$ cat src/vbm_pkg.sv
// Package for the supply monitor and overcurrent trip block.
// Assumes a 20 MHz pclk and a 12-bit measurement converter.
package vbm_pkg;
  localparam int unsigned CLK_HZ        = 20000000;
  localparam int unsigned NUM_PORTS     = 8;
  localparam int unsigned NUM_SIG       = 17;
  localparam int unsigned SIG_W         = 5;
  localparam int unsigned MEAS_W        = 12;
  localparam int unsigned CONV_US       = 140;
  localparam int unsigned CONV_CYC      = (CONV_US * (CLK_HZ / 1000000));
  localparam int unsigned TRIP_US       = 1000;
  localparam int unsigned TRIP_CYC      = (TRIP_US * (CLK_HZ / 1000000));
  localparam int unsigned RESET_WIN_MS  = 5000;
  localparam int unsigned RESET_WIN_CYC = (RESET_WIN_MS * (CLK_HZ / 1000));
  localparam int unsigned CNT_W         = 27;
  localparam int unsigned EMA_SHIFT     = 2;
  localparam logic [11:0] LIMIT_DEFAULT = 12'hFFF;
  localparam logic [4:0]  SIG_VIN       = 5'h10;
  // Register byte addresses.
  localparam logic [11:0] A_CTRL   = 12'h000;
  localparam logic [11:0] A_STATUS = 12'h004;
  localparam logic [11:0] A_MASK   = 12'h008;
  localparam logic [11:0] A_PWR    = 12'h00C;
  localparam logic [11:0] A_DATA   = 12'h010;
  localparam logic [11:0] A_MODE   = 12'h014;
  localparam logic [11:0] A_ENUM   = 12'h018;
  localparam logic [11:0] A_LIMIT  = 12'h040;
  localparam logic [11:0] A_AVG    = 12'h080;
  localparam logic [11:0] A_TOP    = 12'h0C4;
  localparam int unsigned CTRL_SAVE = 0;
  localparam int unsigned CTRL_BOOT = 1;
endpackage : vbm_pkg

$ cat src/vbm_ema.sv
// Divide-by-four exponential moving average step for one sample.
// Assumes unsigned 12-bit samples and outputs.
`timescale 1ns/1ps
module vbm_ema
  import vbm_pkg::*;
(
  input  wire logic [MEAS_W-1:0] sample,   // New raw sample.
  input  wire logic [MEAS_W-1:0] prev_avg, // Previous filtered output.
  output logic      [MEAS_W-1:0] new_avg   // Updated filtered output.
);
  logic signed [MEAS_W+1:0] diff;
  logic signed [MEAS_W+1:0] accum;
  logic signed [MEAS_W+1:0] sum;
  // Signed difference, shifted arithmetically, then clamped to range.
  always_comb
  begin
    diff    = $signed({2'b00, sample}) - $signed({2'b00, prev_avg}); // [RQ5]
    accum   = diff >>> EMA_SHIFT; // [RQ18]
    sum     = $signed({2'b00, prev_avg}) + accum; // [RQ5]
    new_avg = prev_avg;
    if (sum < 0)
      new_avg = '0; // [RQ18]
    else
      new_avg = sum[MEAS_W-1:0];
  end
endmodule : vbm_ema

$ cat src/vbm_top.sv
// Supply monitor: conversion sequencer, per-signal averages, current trip.
// Assumes a converter that answers each start with one sample per period,
// and power switches that obey the power enable outputs.
// Contract
// RQ1: Measure eight port voltages, currents, input voltage.
// RQ2: Interleave each port with two others.
// RQ3: Each sample gets one 140 us period.
// RQ4: Separate divide-by-four average per signal.
// RQ5: Subtract, quarter, add, store new output.
// RQ6: Then move to next signal, same procedure.
// RQ7: Settle 10 percent in 8, 1 percent 16.
// RQ8: Trip uses raw current samples only.
// RQ9: One sample above limit trips port.
// RQ10: Set flag, remove power after trip delay.
// RQ11: Trip delay typically one millisecond.
// RQ12: Tripped port stays off until software.
// RQ13: Software limits are 0 to 4095 mA.
// RQ14: Short-circuit mode lasts while short persists.
// RQ15: No port power when bus-powered upstream.
// RQ16: Double reset press restores defaults.
// RQ17: Saved configuration applies after save and reboot.
// RQ18: Arithmetic shift and clamp average.
// RQ19: Flag sticky; skip trip on unpowered ports.
`timescale 1ns/1ps
module vbm_top
  import vbm_pkg::*;
#(
  parameter int unsigned TRIP_CYCLES  = TRIP_CYC,     // Trip delay in cycles.
  parameter int unsigned RESET_WINDOW = RESET_WIN_CYC // Double press window.
)
(
  input  wire logic              pclk,        // System clock.
  input  wire logic              presetn,     // Async reset, active low.
  input  wire logic              psel,        // APB select.
  input  wire logic              penable,     // APB enable.
  input  wire logic              pwrite,      // APB direction.
  input  wire logic [11:0]       paddr,       // APB byte address.
  input  wire logic [31:0]       pwdata,      // APB write data.
  output logic      [31:0]       prdata,      // APB read data.
  output logic                   pready,      // APB ready.
  output logic                   pslverr,     // APB error.
  output logic                   conv_start,  // Converter start pulse.
  output logic      [SIG_W-1:0]  conv_sel,    // Signal being converted.
  input  wire logic              conv_valid,  // Sample valid pulse.
  input  wire logic [MEAS_W-1:0] conv_data,   // Sample value.
  input  wire logic              bus_powered, // Pin: system on upstream bus.
  input  wire logic              reset_btn,   // Pin: reset button.
  input  wire logic [7:0]        short_det,   // Pin: switch in short mode.
  output logic      [7:0]        port_power,  // Power switch enables.
  output logic      [7:0]        port_data,   // Data path enables.
  output logic      [7:0]        short_mode,  // Short-circuit status.
  output logic                   irq          // Level interrupt.
);
  typedef enum logic [1:0] {
    VBM_IDLE = 2'b00,
    VBM_CONV = 2'b01,
    VBM_WAIT = 2'b10
  } vbm_seq_t;

  typedef struct packed {
    vbm_seq_t             seq;
    logic [CNT_W-1:0]     tick;
    logic [SIG_W-1:0]     slot;
    logic [SIG_W-1:0]     conv_sel_q;
    logic [MEAS_W-1:0]    sample;
    logic [NUM_SIG-1:0][MEAS_W-1:0] avg;
    logic [NUM_PORTS-1:0][MEAS_W-1:0] limit;
    logic [NUM_PORTS-1:0][MEAS_W-1:0] saved_limit;
    logic [NUM_PORTS-1:0][CNT_W-1:0]  trip_cnt;
    logic [7:0]           pending;
    logic [7:0]           pwr;
    logic [7:0]           data;
    logic [7:0]           mode;
    logic [7:0]           saved_pwr;
    logic [7:0]           saved_data;
    logic [7:0]           saved_mode;
    logic [15:0]          enum_dly;
    logic [15:0]          saved_enum;
    logic [7:0]           status;
    logic [7:0]           mask;
    logic [2:0]           bus_sync;
    logic                 bus_pw;
    logic [2:0]           btn_sync;
    logic                 btn;
    logic                 btn_armed;
    logic [CNT_W-1:0]     btn_cnt;
    logic [7:0][2:0]      sc_sync;
    logic [7:0]           sc;
    logic                 started;
    logic                 start_q;
    logic [31:0]          rdata;
    logic                 ready;
    logic                 err;
    logic                 irq;
  } vbm_state_t;

  vbm_state_t r;
  vbm_state_t next_r;
  logic [MEAS_W-1:0] ema_out;

  // Sequence table: each port's voltage and current sit apart, two other
  // measurements in between, so one slot order serves all ports.
  function automatic logic [SIG_W-1:0] seq_sig(input logic [SIG_W-1:0] s);
    logic [SIG_W-1:0] grp;
    grp = s / 5'h6;
    // The last two ports share their group with the input supply, so that
    // every one of the seventeen signals still gets exactly one slot.
    if (s == 5'h0E)
      seq_sig = SIG_VIN;
    else if (s >= 5'h0F)
      seq_sig = 5'((s - 5'h0F) * 5'h2 + 5'h0D); // [RQ1] [RQ2]
    else if (s >= 5'h0C)
      seq_sig = 5'((s - 5'h0C) * 5'h2 + 5'h0C); // [RQ2]
    else if (s % 5'h6 < 5'h3)
      seq_sig = 5'((grp * 5'h3 + s % 5'h6) * 5'h2); // [RQ2]
    else
      seq_sig = 5'((grp * 5'h3 + s % 5'h6 - 5'h3) * 5'h2 + 5'h1);
  endfunction : seq_sig

  // A word is mapped if it falls in any register window.
  function automatic logic is_mapped(input logic [11:0] a);
    is_mapped = (a < A_TOP) && (a[1:0] == 2'b00) &&
                !((a > A_ENUM) && (a < A_LIMIT)) &&
                !((a >= A_LIMIT + 12'h020) && (a < A_AVG));
  endfunction : is_mapped

  vbm_ema u_ema (
    .sample   (r.sample),
    .prev_avg (r.avg[r.conv_sel_q]),
    .new_avg  (ema_out)
  );
  logic [SIG_W-1:0] cur_sig;
  assign cur_sig = seq_sig(r.slot);

  // All next-state logic in one place.
  always_comb
  begin
    logic [2:0] pi;
    logic       sig_is_cur;
    next_r = r;
    pi = 3'h0;
    sig_is_cur = 1'b0;
    next_r.start_q = 1'b0;
    next_r.ready = 1'b0;
    next_r.err = 1'b0;
    // Three-stage pin synchronisers; a change counts when stages agree.
    next_r.bus_sync = {r.bus_sync[1:0], bus_powered};
    if (r.bus_sync[2] == r.bus_sync[1])
      next_r.bus_pw = r.bus_sync[2];
    next_r.btn_sync = {r.btn_sync[1:0], reset_btn};
    if (r.btn_sync[2] == r.btn_sync[1])
      next_r.btn = r.btn_sync[2];
    for (int p = 0; p < NUM_PORTS; p++)
    begin
      next_r.sc_sync[p] = {r.sc_sync[p][1:0], short_det[p]};
      if (r.sc_sync[p][2] == r.sc_sync[p][1])
        next_r.sc[p] = r.sc_sync[p][2]; // [RQ14]
    end
    // Conversion sequencer: one fixed period per sample.
    case (r.seq)
      VBM_IDLE:
      begin
        next_r.seq = VBM_CONV;
        next_r.tick = '0;
        next_r.start_q = 1'b1;
      end
      VBM_CONV:
      begin
        next_r.tick = r.tick + 1'b1;
        if (conv_valid)
        begin
          next_r.sample = conv_data;
          next_r.seq = VBM_WAIT;
        end
        if (r.tick >= CNT_W'(CONV_CYC - 1))
          next_r.seq = VBM_WAIT; // [RQ3]
      end
      VBM_WAIT:
      begin
        next_r.tick = r.tick + 1'b1;
        if (r.tick >= CNT_W'(CONV_CYC - 1))
        begin
          next_r.avg[cur_sig] = ema_out; // [RQ4] [RQ5] [RQ7]
          next_r.tick = '0;
          next_r.slot = (r.slot == SIG_W'(NUM_SIG - 1)) ? '0 : r.slot + 1'b1; // [RQ1] [RQ6]
          next_r.seq = VBM_CONV;
          next_r.start_q = 1'b1;
          pi = cur_sig[3:1];
          sig_is_cur = cur_sig[0] && (cur_sig != SIG_VIN);
          // Raw sample compare; unpowered ports are skipped.
          if (sig_is_cur && r.pwr[pi] && !r.pending[pi] && (r.sample > r.limit[pi]))
          begin
            next_r.pending[pi] = 1'b1; // [RQ8] [RQ9] [RQ19]
            next_r.trip_cnt[pi] = '0;
          end
        end
      end
      default:
        next_r.seq = VBM_IDLE;
    endcase
    next_r.conv_sel_q = seq_sig(next_r.slot); // [RQ6]
    // Trip delay, then the switch is opened and stays open.
    for (int p = 0; p < NUM_PORTS; p++)
    begin
      if (r.pending[p])
      begin
        next_r.trip_cnt[p] = r.trip_cnt[p] + 1'b1;
        if (r.trip_cnt[p] >= CNT_W'(TRIP_CYCLES - 1))
        begin
          next_r.pending[p] = 1'b0;
          next_r.pwr[p] = 1'b0; // [RQ10] [RQ11] [RQ12]
        end
      end
    end
    // APB slave, answers in the access cycle's following edge.
    if (psel && penable)
    begin
      if (!r.ready)
      begin
        next_r.ready = 1'b1;
        next_r.err = !is_mapped(paddr);
        next_r.rdata = '0;
      end
      if (pwrite && is_mapped(paddr) && r.ready)
      begin
        if (paddr == A_CTRL)
        begin
          if (pwdata[CTRL_SAVE])
          begin
            next_r.saved_limit = r.limit; // [RQ17]
            next_r.saved_pwr = r.pwr;
            next_r.saved_data = r.data;
            next_r.saved_mode = r.mode;
            next_r.saved_enum = r.enum_dly;
          end
          if (pwdata[CTRL_BOOT])
          begin
            next_r.limit = r.saved_limit;
            next_r.pwr = r.saved_pwr;
            next_r.data = r.saved_data;
            next_r.mode = r.saved_mode;
            next_r.enum_dly = r.saved_enum;
          end
        end
        else if (paddr == A_STATUS)
          next_r.status = r.status & ~pwdata[7:0];
        else if (paddr == A_MASK)
          next_r.mask = pwdata[7:0];
        else if (paddr == A_PWR)
        begin
          next_r.pwr = pwdata[7:0]; // [RQ12]
          next_r.pending = r.pending & pwdata[7:0];
          next_r.status = r.status & ~(pwdata[7:0] & ~r.pwr); // [RQ19]
        end
        else if (paddr == A_DATA)
          next_r.data = pwdata[7:0];
        else if (paddr == A_MODE)
          next_r.mode = pwdata[7:0];
        else if (paddr == A_ENUM)
          next_r.enum_dly = pwdata[15:0];
        else if (paddr >= A_LIMIT && paddr < A_LIMIT + 12'h020)
          next_r.limit[paddr[4:2]] = pwdata[MEAS_W-1:0]; // [RQ13]
      end
      else if (!pwrite && is_mapped(paddr) && !r.ready)
      begin
        if (paddr == A_STATUS)
          next_r.rdata = {24'h0, r.status};
        else if (paddr == A_MASK)
          next_r.rdata = {24'h0, r.mask};
        else if (paddr == A_PWR)
          next_r.rdata = {24'h0, r.pwr};
        else if (paddr == A_DATA)
          next_r.rdata = {24'h0, r.data};
        else if (paddr == A_MODE)
          next_r.rdata = {24'h0, r.mode};
        else if (paddr == A_ENUM)
          next_r.rdata = {16'h0, r.enum_dly};
        else if (paddr >= A_LIMIT && paddr < A_AVG)
          next_r.rdata = {20'h0, r.limit[paddr[4:2]]};
        else if (paddr >= A_AVG)
          next_r.rdata = {20'h0, r.avg[5'((paddr - A_AVG) >> 2)]};
      end
    end
    // Overcurrent flags: a new trip wins over a software clear.
    for (int p = 0; p < NUM_PORTS; p++)
      if (r.pending[p] && r.trip_cnt[p] == '0)
        next_r.status[p] = 1'b1; // [RQ10] [RQ19]
    // Double press of the reset button within the window restores defaults.
    if (r.btn_armed)
    begin
      next_r.btn_cnt = r.btn_cnt + 1'b1;
      if (r.btn_cnt >= CNT_W'(RESET_WINDOW - 1))
        next_r.btn_armed = 1'b0;
    end
    if (next_r.btn && !r.btn)
    begin
      if (r.btn_armed)
      begin
        next_r.btn_armed = 1'b0;
        next_r.pwr = 8'hFF; // [RQ16]
        next_r.data = 8'hFF;
        next_r.mode = 8'hFF;
        next_r.enum_dly = 16'h0000;
        next_r.pending = 8'h00;
        for (int p = 0; p < NUM_PORTS; p++)
          next_r.limit[p] = LIMIT_DEFAULT;
      end
      else
      begin
        next_r.btn_armed = 1'b1;
        next_r.btn_cnt = '0;
      end
    end
    next_r.irq = |(next_r.status & next_r.mask);
  end

  // One register stage for the whole state.
  always_ff @(posedge pclk or negedge presetn)
  begin
    if (!presetn)
    begin
      r <= '0;
      r.seq <= VBM_IDLE;
      r.pwr <= 8'hFF;
      r.data <= 8'hFF;
      r.mode <= 8'hFF;
      r.saved_pwr <= 8'hFF;
      r.saved_data <= 8'hFF;
      r.saved_mode <= 8'hFF;
      for (int p = 0; p < NUM_PORTS; p++)
      begin
        r.limit[p] <= LIMIT_DEFAULT;
        r.saved_limit[p] <= LIMIT_DEFAULT;
      end
    end
    else
      r <= next_r;
  end

  // Bus power gates the switches; the enable itself is not lost.
  logic [7:0] pwr_q;
  always_ff @(posedge pclk or negedge presetn)
  begin
    if (!presetn)
      pwr_q <= 8'h00;
    else
      pwr_q <= next_r.bus_pw ? 8'h00 : next_r.pwr; // [RQ15]
  end

  assign prdata     = r.rdata;
  assign pready     = r.ready;
  assign pslverr    = r.err;
  assign conv_start = r.start_q;
  assign conv_sel   = r.conv_sel_q;
  assign port_power = pwr_q;
  assign port_data  = r.data;
  assign short_mode = r.sc;
  assign irq        = r.irq;

  trip_flag_a: assert property (@(posedge pclk) disable iff (!presetn) // [RQ10]
    $rose(r.pending[0]) |=> r.status[0]) else $error("Trip flag not set.");
  bus_off_a: assert property (@(posedge pclk) disable iff (!presetn) // [RQ15]
    r.bus_pw |-> port_power == 8'h00) else $error("Power on while bus powered.");
  ready_pulse_a: assert property (@(posedge pclk) disable iff (!presetn)
    pready |=> !pready) else $error("Ready held longer than one cycle.");
  start_tick_a: assert property (@(posedge pclk) disable iff (!presetn) // [RQ3]
    r.seq == VBM_WAIT && r.tick == CNT_W'(CONV_CYC - 1) |=> conv_start && r.tick == '0)
    else $error("Conversion period not closed by a start.");
  slot_step_a: assert property (@(posedge pclk) disable iff (!presetn) // [RQ6]
    r.seq == VBM_WAIT && r.tick == CNT_W'(CONV_CYC - 1) |=> r.slot != $past(r.slot))
    else $error("Sequence did not move to the next signal.");
  power_hold_a: assert property (@(posedge pclk) disable iff (!presetn) // [RQ12]
    !r.pwr[0] && !(psel && penable && pwrite) && !r.btn_armed |=> !r.pwr[0])
    else $error("Tripped port powered without software.");
endmodule : vbm_top
$ cat config.mk
export PLATFORM = sky130hd
export DESIGN_NAME = vbm_top
export DESIGN_NICKNAME = d
export VERILOG_FILES = /design/src/vbm_pkg.sv /design/src/vbm_ema.sv /design/src/vbm_top.sv
export SDC_FILE = /design/constraint.sdc
export NUM_CORES = 2
export LEC_CHECK = 0
export ABC_AREA = 1
export BUFFER_PORTS_ARGS = -buffer_cell sky130_fd_sc_hd__buf_4
export CORE_UTILIZATION = 30
export DETAILED_ROUTE_END_ITERATION = 8
export GPL_TIMING_DRIVEN = 0
export PLACE_DENSITY = 0.53
export SYNTH_ARGS = -nofsm -noshare
export SYNTH_HDL_FRONTEND = slang
export SYNTH_HIERARCHICAL = 1
export SYNTH_SLANG_ARGS = --single-unit
$ cat constraint.sdc
create_clock -name pclk -period 7.95 [get_ports pclk]
set_input_delay 1.59 -clock pclk [delete_from_list [all_inputs] [get_ports pclk]]
set_output_delay 1.59 -clock pclk [all_outputs]
set_load 0.02 [all_outputs]
==> impl_metrics.json <==
{
  "fin_skew_ns": 0.04150,
  "cts.sinks": 879,
  "detail_route.drc_violations": 0,
  "hold_path.class": "flip-flop to flip-flop",
  "hpwl_mm": 140.8,
  "syn_nets": 6388,
  "holdBufCountCts": 0,
  "r2r-end": "r[403]$_DFFE_PN0P_",
  "register_area_um2": 22300,
  "reg2regPathDepth": 42,
  "maxSlewHeadroom": -0.01650,
  "start_util": 0.3023,
  "area.growth.synth_to_final_pct": 15.99,
  "layout.cells.non_filler": 8733,
  "grt_overflow": 0,
  "drt_pre_antenna_iters": 6,
  "tritoncts.num_buffers": 109,
  "grt_pass1_wl_mm": 288.2,
  "multi_input_comb_area_um2": 22700,
  "reg2reg_setup_slack_ns": 0.44,
  "leading_cell_types_in_the_layout_fill_and_taps_excluded": "sky130_fd_sc_hd__nand2_1, sky130_fd_sc_hd__o21ai_0, sky130_fd_sc_hd__inv_1",
  "synth.avg_cell_area_um2": 7.910,
  "transition_at_the_pin_with_the_smallest_max_transition_slack_ns": 1.525,
  "place_ws_ns": -0.6500,
  "finalNetCount": 6633,
  "top_flip_flop_cell_by_instance_count_after_synthesis": "sky130_fd_sc_hd__dfrtp_1",
  "cts.path.max_buffers": 3,
  "hold_violations": 0,
  "crit_slowest_cell": "sky130_fd_sc_hd__fa_1",
  "criticalPathCategory": "flip-flop to flip-flop",
  "grt_start_max_net_pins": 120,
  "vias": 47220,
  "worst_setup_path_end_kind": "flip-flop",
  "root_buf_cell": "sky130_fd_sc_hd__clkbuf_16",
  "achievable-frequency_ghz": 0.1331,
  "netSwitchingFraction": 0.3318,
  "violations_in_the_final_reports": "capacitance limit, slew limit",
  "totalPowerFinal_mw": 12.68,
  "max_cap_viol_count": 1,
  "clock_tree_from_tritoncts": "built",
  "antenna_found_initial": 5,
  "power.sequential.fraction": 0.384,
  "track_usage": 0.2304,
  "final_common_cell": "sky130_fd_sc_hd__nand2_1",
  "post-route-worst-setup-slack_ns": 0.4386,
  "switching_pwr_mw": 4.207,
  "timing.critical_path.arrival_ns": 8.12,
  "routedWlPerCell_um": 22.22,
  "min_period_over_period": 0.9448,
  "postSynth.asyncResetShare": 1.000,
  "via_count_of_the_first_global_routing_pass": 44320,
  "layout-drive-gt1-share": 0.1203,
  "via_per_inst": 5.407,
  "seq_area_frac_synth": 0.4532,
  "power.static_leakage_nw": 24.37,
  "rows": 148,
  "p_int_mw": 8.472,
  "antenna_left": 0,
  "floorplan.die_area_um2": 165600,
  "max-vdd-ir-drop_uv": 164.3,
  "maxSlewViolCount": 11,
  "postSynthCellCount": 6220,
  "post-place-cells": 8520,
  "power_frac_clock": 0.413,
  "endpoint": "r[403]$_DFFE_PN0P_",
  "die_w_um": 407.0,
  "buffer_ports.inserted": 116,
  "outcome": "complete, but fails checks",
  "slowest_delay_ns": 0.55,
  "regToRegStartpoint": "r[840]$_DFF_PN0_",
  "clk-insertion-delay-late_ns": 0.76,
  "globalplace.congestion": 0.9863,
  "cp_launch_point": "r[840]$_DFF_PN0_",
  "io-pin-count": 137,
  "die_y_um": 407.0,
  "required_time_of_the_critical_path_ns": 8.56,
  "grt_setup_unrepaired": "no",
  "drtIter0Drc": 5329,
  "cell_area_after_synthesis_um2": 49200,
  "power_per_standard_cell_area_nw_per_um2": 222.2,
  "timing.hold.worst.start": "next_r[67]$_DFF_PN0_",
  "yosys_warnings": 6,
  "pwr-share-comb": 0.203,
  "core_um2": 162800,
  "worstPathMaxFanout": 10,
  "drt-total-wl_mm": 194.1,
  "synth_edf_count": 0,
  "synth.lib_cells_used.distinct": 70,
  "cts_htree_levels": 3,
  "setup_viol": 0,
  "critical_path.startpoint_type": "flip-flop",
  "clk_transition_reported_paths_ns": 0.06,
  "postSynthRegisterBits": 879,
  "layout_min_cycle_time_ns": 7.511,
  "fillCellCount": 17010,
  "crit_top_cell": "sky130_fd_sc_hd__nand2_1"
}
-- registers in the layout (all words and copies together), names as in the netlist --
| signal | count |
|---|---|
| short_mode | 8 |
| prdata | 32 |
| conv_start | 1 |
| r | 794 |
| conv_sel | 5 |
| port_data | 8 |
| pslverr | 1 |
| next_r | 20 |
| irq | 1 |
| pready | 1 |
| port_power | 8 |
-- cell families (layout without fill, tap and decap cells) --
family	Yosys count	after routing	share of synthesized area
AND/OR/NAND/NOR	2388	2388	0.2096
AO/OA/AOI/OAI	1654	1654	0.2010
buffers and inverters	1084	1421	0.08875
flip-flops	879	879	0.4532
adder cells (fa/ha/maj)	106	106	0.02721
XOR/XNOR	88	88	0.01567
multiplexers	21	21	0.004654
other	0	1	0
-- cell type report --
| cell class | count | share of cell area |
|---|---|---|
| sequential | 879 | 0.3908 |
| clock inverter | 42 | 0.009187 |
| inverter | 723 | 0.04797 |
| timing repair buffer | 134 | 0.02070 |
| tap | 2175 | 0.04769 |
| clock buffer | 161 | 0.05687 |
| buffer | 361 | 0.02905 |
| antenna | 1 | 0.00004385 |
| multi-input combinational | 4257 | 0.3977 |
-- what timing repair did --
item	CTS	global route
buffers inserted	3	6
pin swaps	0	3
setup endpoints to repair	224	225
gates resized for setup	18	32
-- worst min-delay path by stage --
stage	slack (ns)	to	cells after the start
2_1_floorplan	0.33	next_r[100]$_DFF_PN0_	0
5_1_grt	0.35	next_r[47]$_DFF_PN0_	0
4_1_cts	0.35	next_r[62]$_DFF_PN0_	0
3_5_place_dp	0.34	next_r[62]$_DFF_PN0_	0
6_report	0.34	next_r[68]$_DFF_PN0_	0
3_3_place_gp	0.33	next_r[50]$_DFF_PN0_	0
-- routing by layer --
metal	up-vias	part of all wire	global-route usage
met5	-	0.00036	0
met4	10	0.038	0.08937
met3	373	0.089	0.04803
met2	2035	0.43	0.3393
met1	23160	0.45	0.3274
li1	21640	-	-
-- metrics by stage --
stage	instance area [um2]	utilization	hold slack [ns]	setup TNS, ns
4_1_cts	56880	0.3495	0.3476	0
3_5_place_dp	53040	0.3258	0.3355	-98.40
6_report	57070	0.3506	0.3447	0
5_1_grt	57060	0.3506	0.3519	0
3_3_place_gp	52790	0.3243	0.3335	-4136.39
2_1_floorplan	49200	-	0.3312	0
-- worst max-delay path, delay by kind of cell (launching register included) --
kind                       cells  cell delay, ns
AOI/OAI and AO/OA              5            0.95
xor gates and xnor gates       1            0.19
adders and majority gates      5            1.68
buffers and inverters         11            1.40
DFF                            1            0.47
and+or+nand+nor               20            2.65
-- synth_stat cells, types with 11 or more instances --
master                      instances  area share
sky130_fd_sc_hd__buf_4             63      0.0096
sky130_fd_sc_hd__nand3_1          246       0.025
sky130_fd_sc_hd__nand2_1         1246       0.095
sky130_fd_sc_hd__buf_2             13      0.0013
sky130_fd_sc_hd__xor2_1            59       0.011
sky130_fd_sc_hd__buf_1             17      0.0013
sky130_fd_sc_hd__nand2_2           28      0.0036
sky130_fd_sc_hd__nand3b_1          11      0.0017
sky130_fd_sc_hd__clkbuf_1         262       0.020
sky130_fd_sc_hd__o211ai_1          46      0.0070
sky130_fd_sc_hd__dfstp_2          240        0.13
sky130_fd_sc_hd__o21ai_1           47      0.0048
sky130_fd_sc_hd__a221oi_1          15      0.0027
sky130_fd_sc_hd__dfrtp_1          639        0.33
sky130_fd_sc_hd__ha_1              91       0.023
sky130_fd_sc_hd__o22ai_1          130       0.017
sky130_fd_sc_hd__a21oi_1          251       0.026
sky130_fd_sc_hd__nor3_1           139       0.014
sky130_fd_sc_hd__nor2_2            22      0.0028
sky130_fd_sc_hd__nor4_1            54      0.0069
sky130_fd_sc_hd__o31ai_1           12      0.0018
sky130_fd_sc_hd__a22oi_1          169       0.026
sky130_fd_sc_hd__inv_1            694       0.053
sky130_fd_sc_hd__xnor2_1           29      0.0052
sky130_fd_sc_hd__nor2_1           503       0.038
sky130_fd_sc_hd__o221ai_1         120       0.021
sky130_fd_sc_hd__a211oi_1          16      0.0024
sky130_fd_sc_hd__o2111ai_1         26      0.0046
sky130_fd_sc_hd__o21ai_0          738       0.075
sky130_fd_sc_hd__a31oi_1           29      0.0037
sky130_fd_sc_hd__mux2_2            15      0.0034
sky130_fd_sc_hd__inv_2             19      0.0014
sky130_fd_sc_hd__nand4_1          102       0.013
-- power by group through the flow --
stage                     Sequential [mW]  Clock, mW  Combinational (mW)
after floorplan                      4.88          0                1.45
after global placement               4.93          0                2.47
after detailed placement             4.94          0                2.51
after CTS                            4.86       5.36                2.53
after global routing                 4.88       5.53                2.79
final                                4.86       5.24                2.58
No activity file was read; power rests on OpenSTA's default activity.
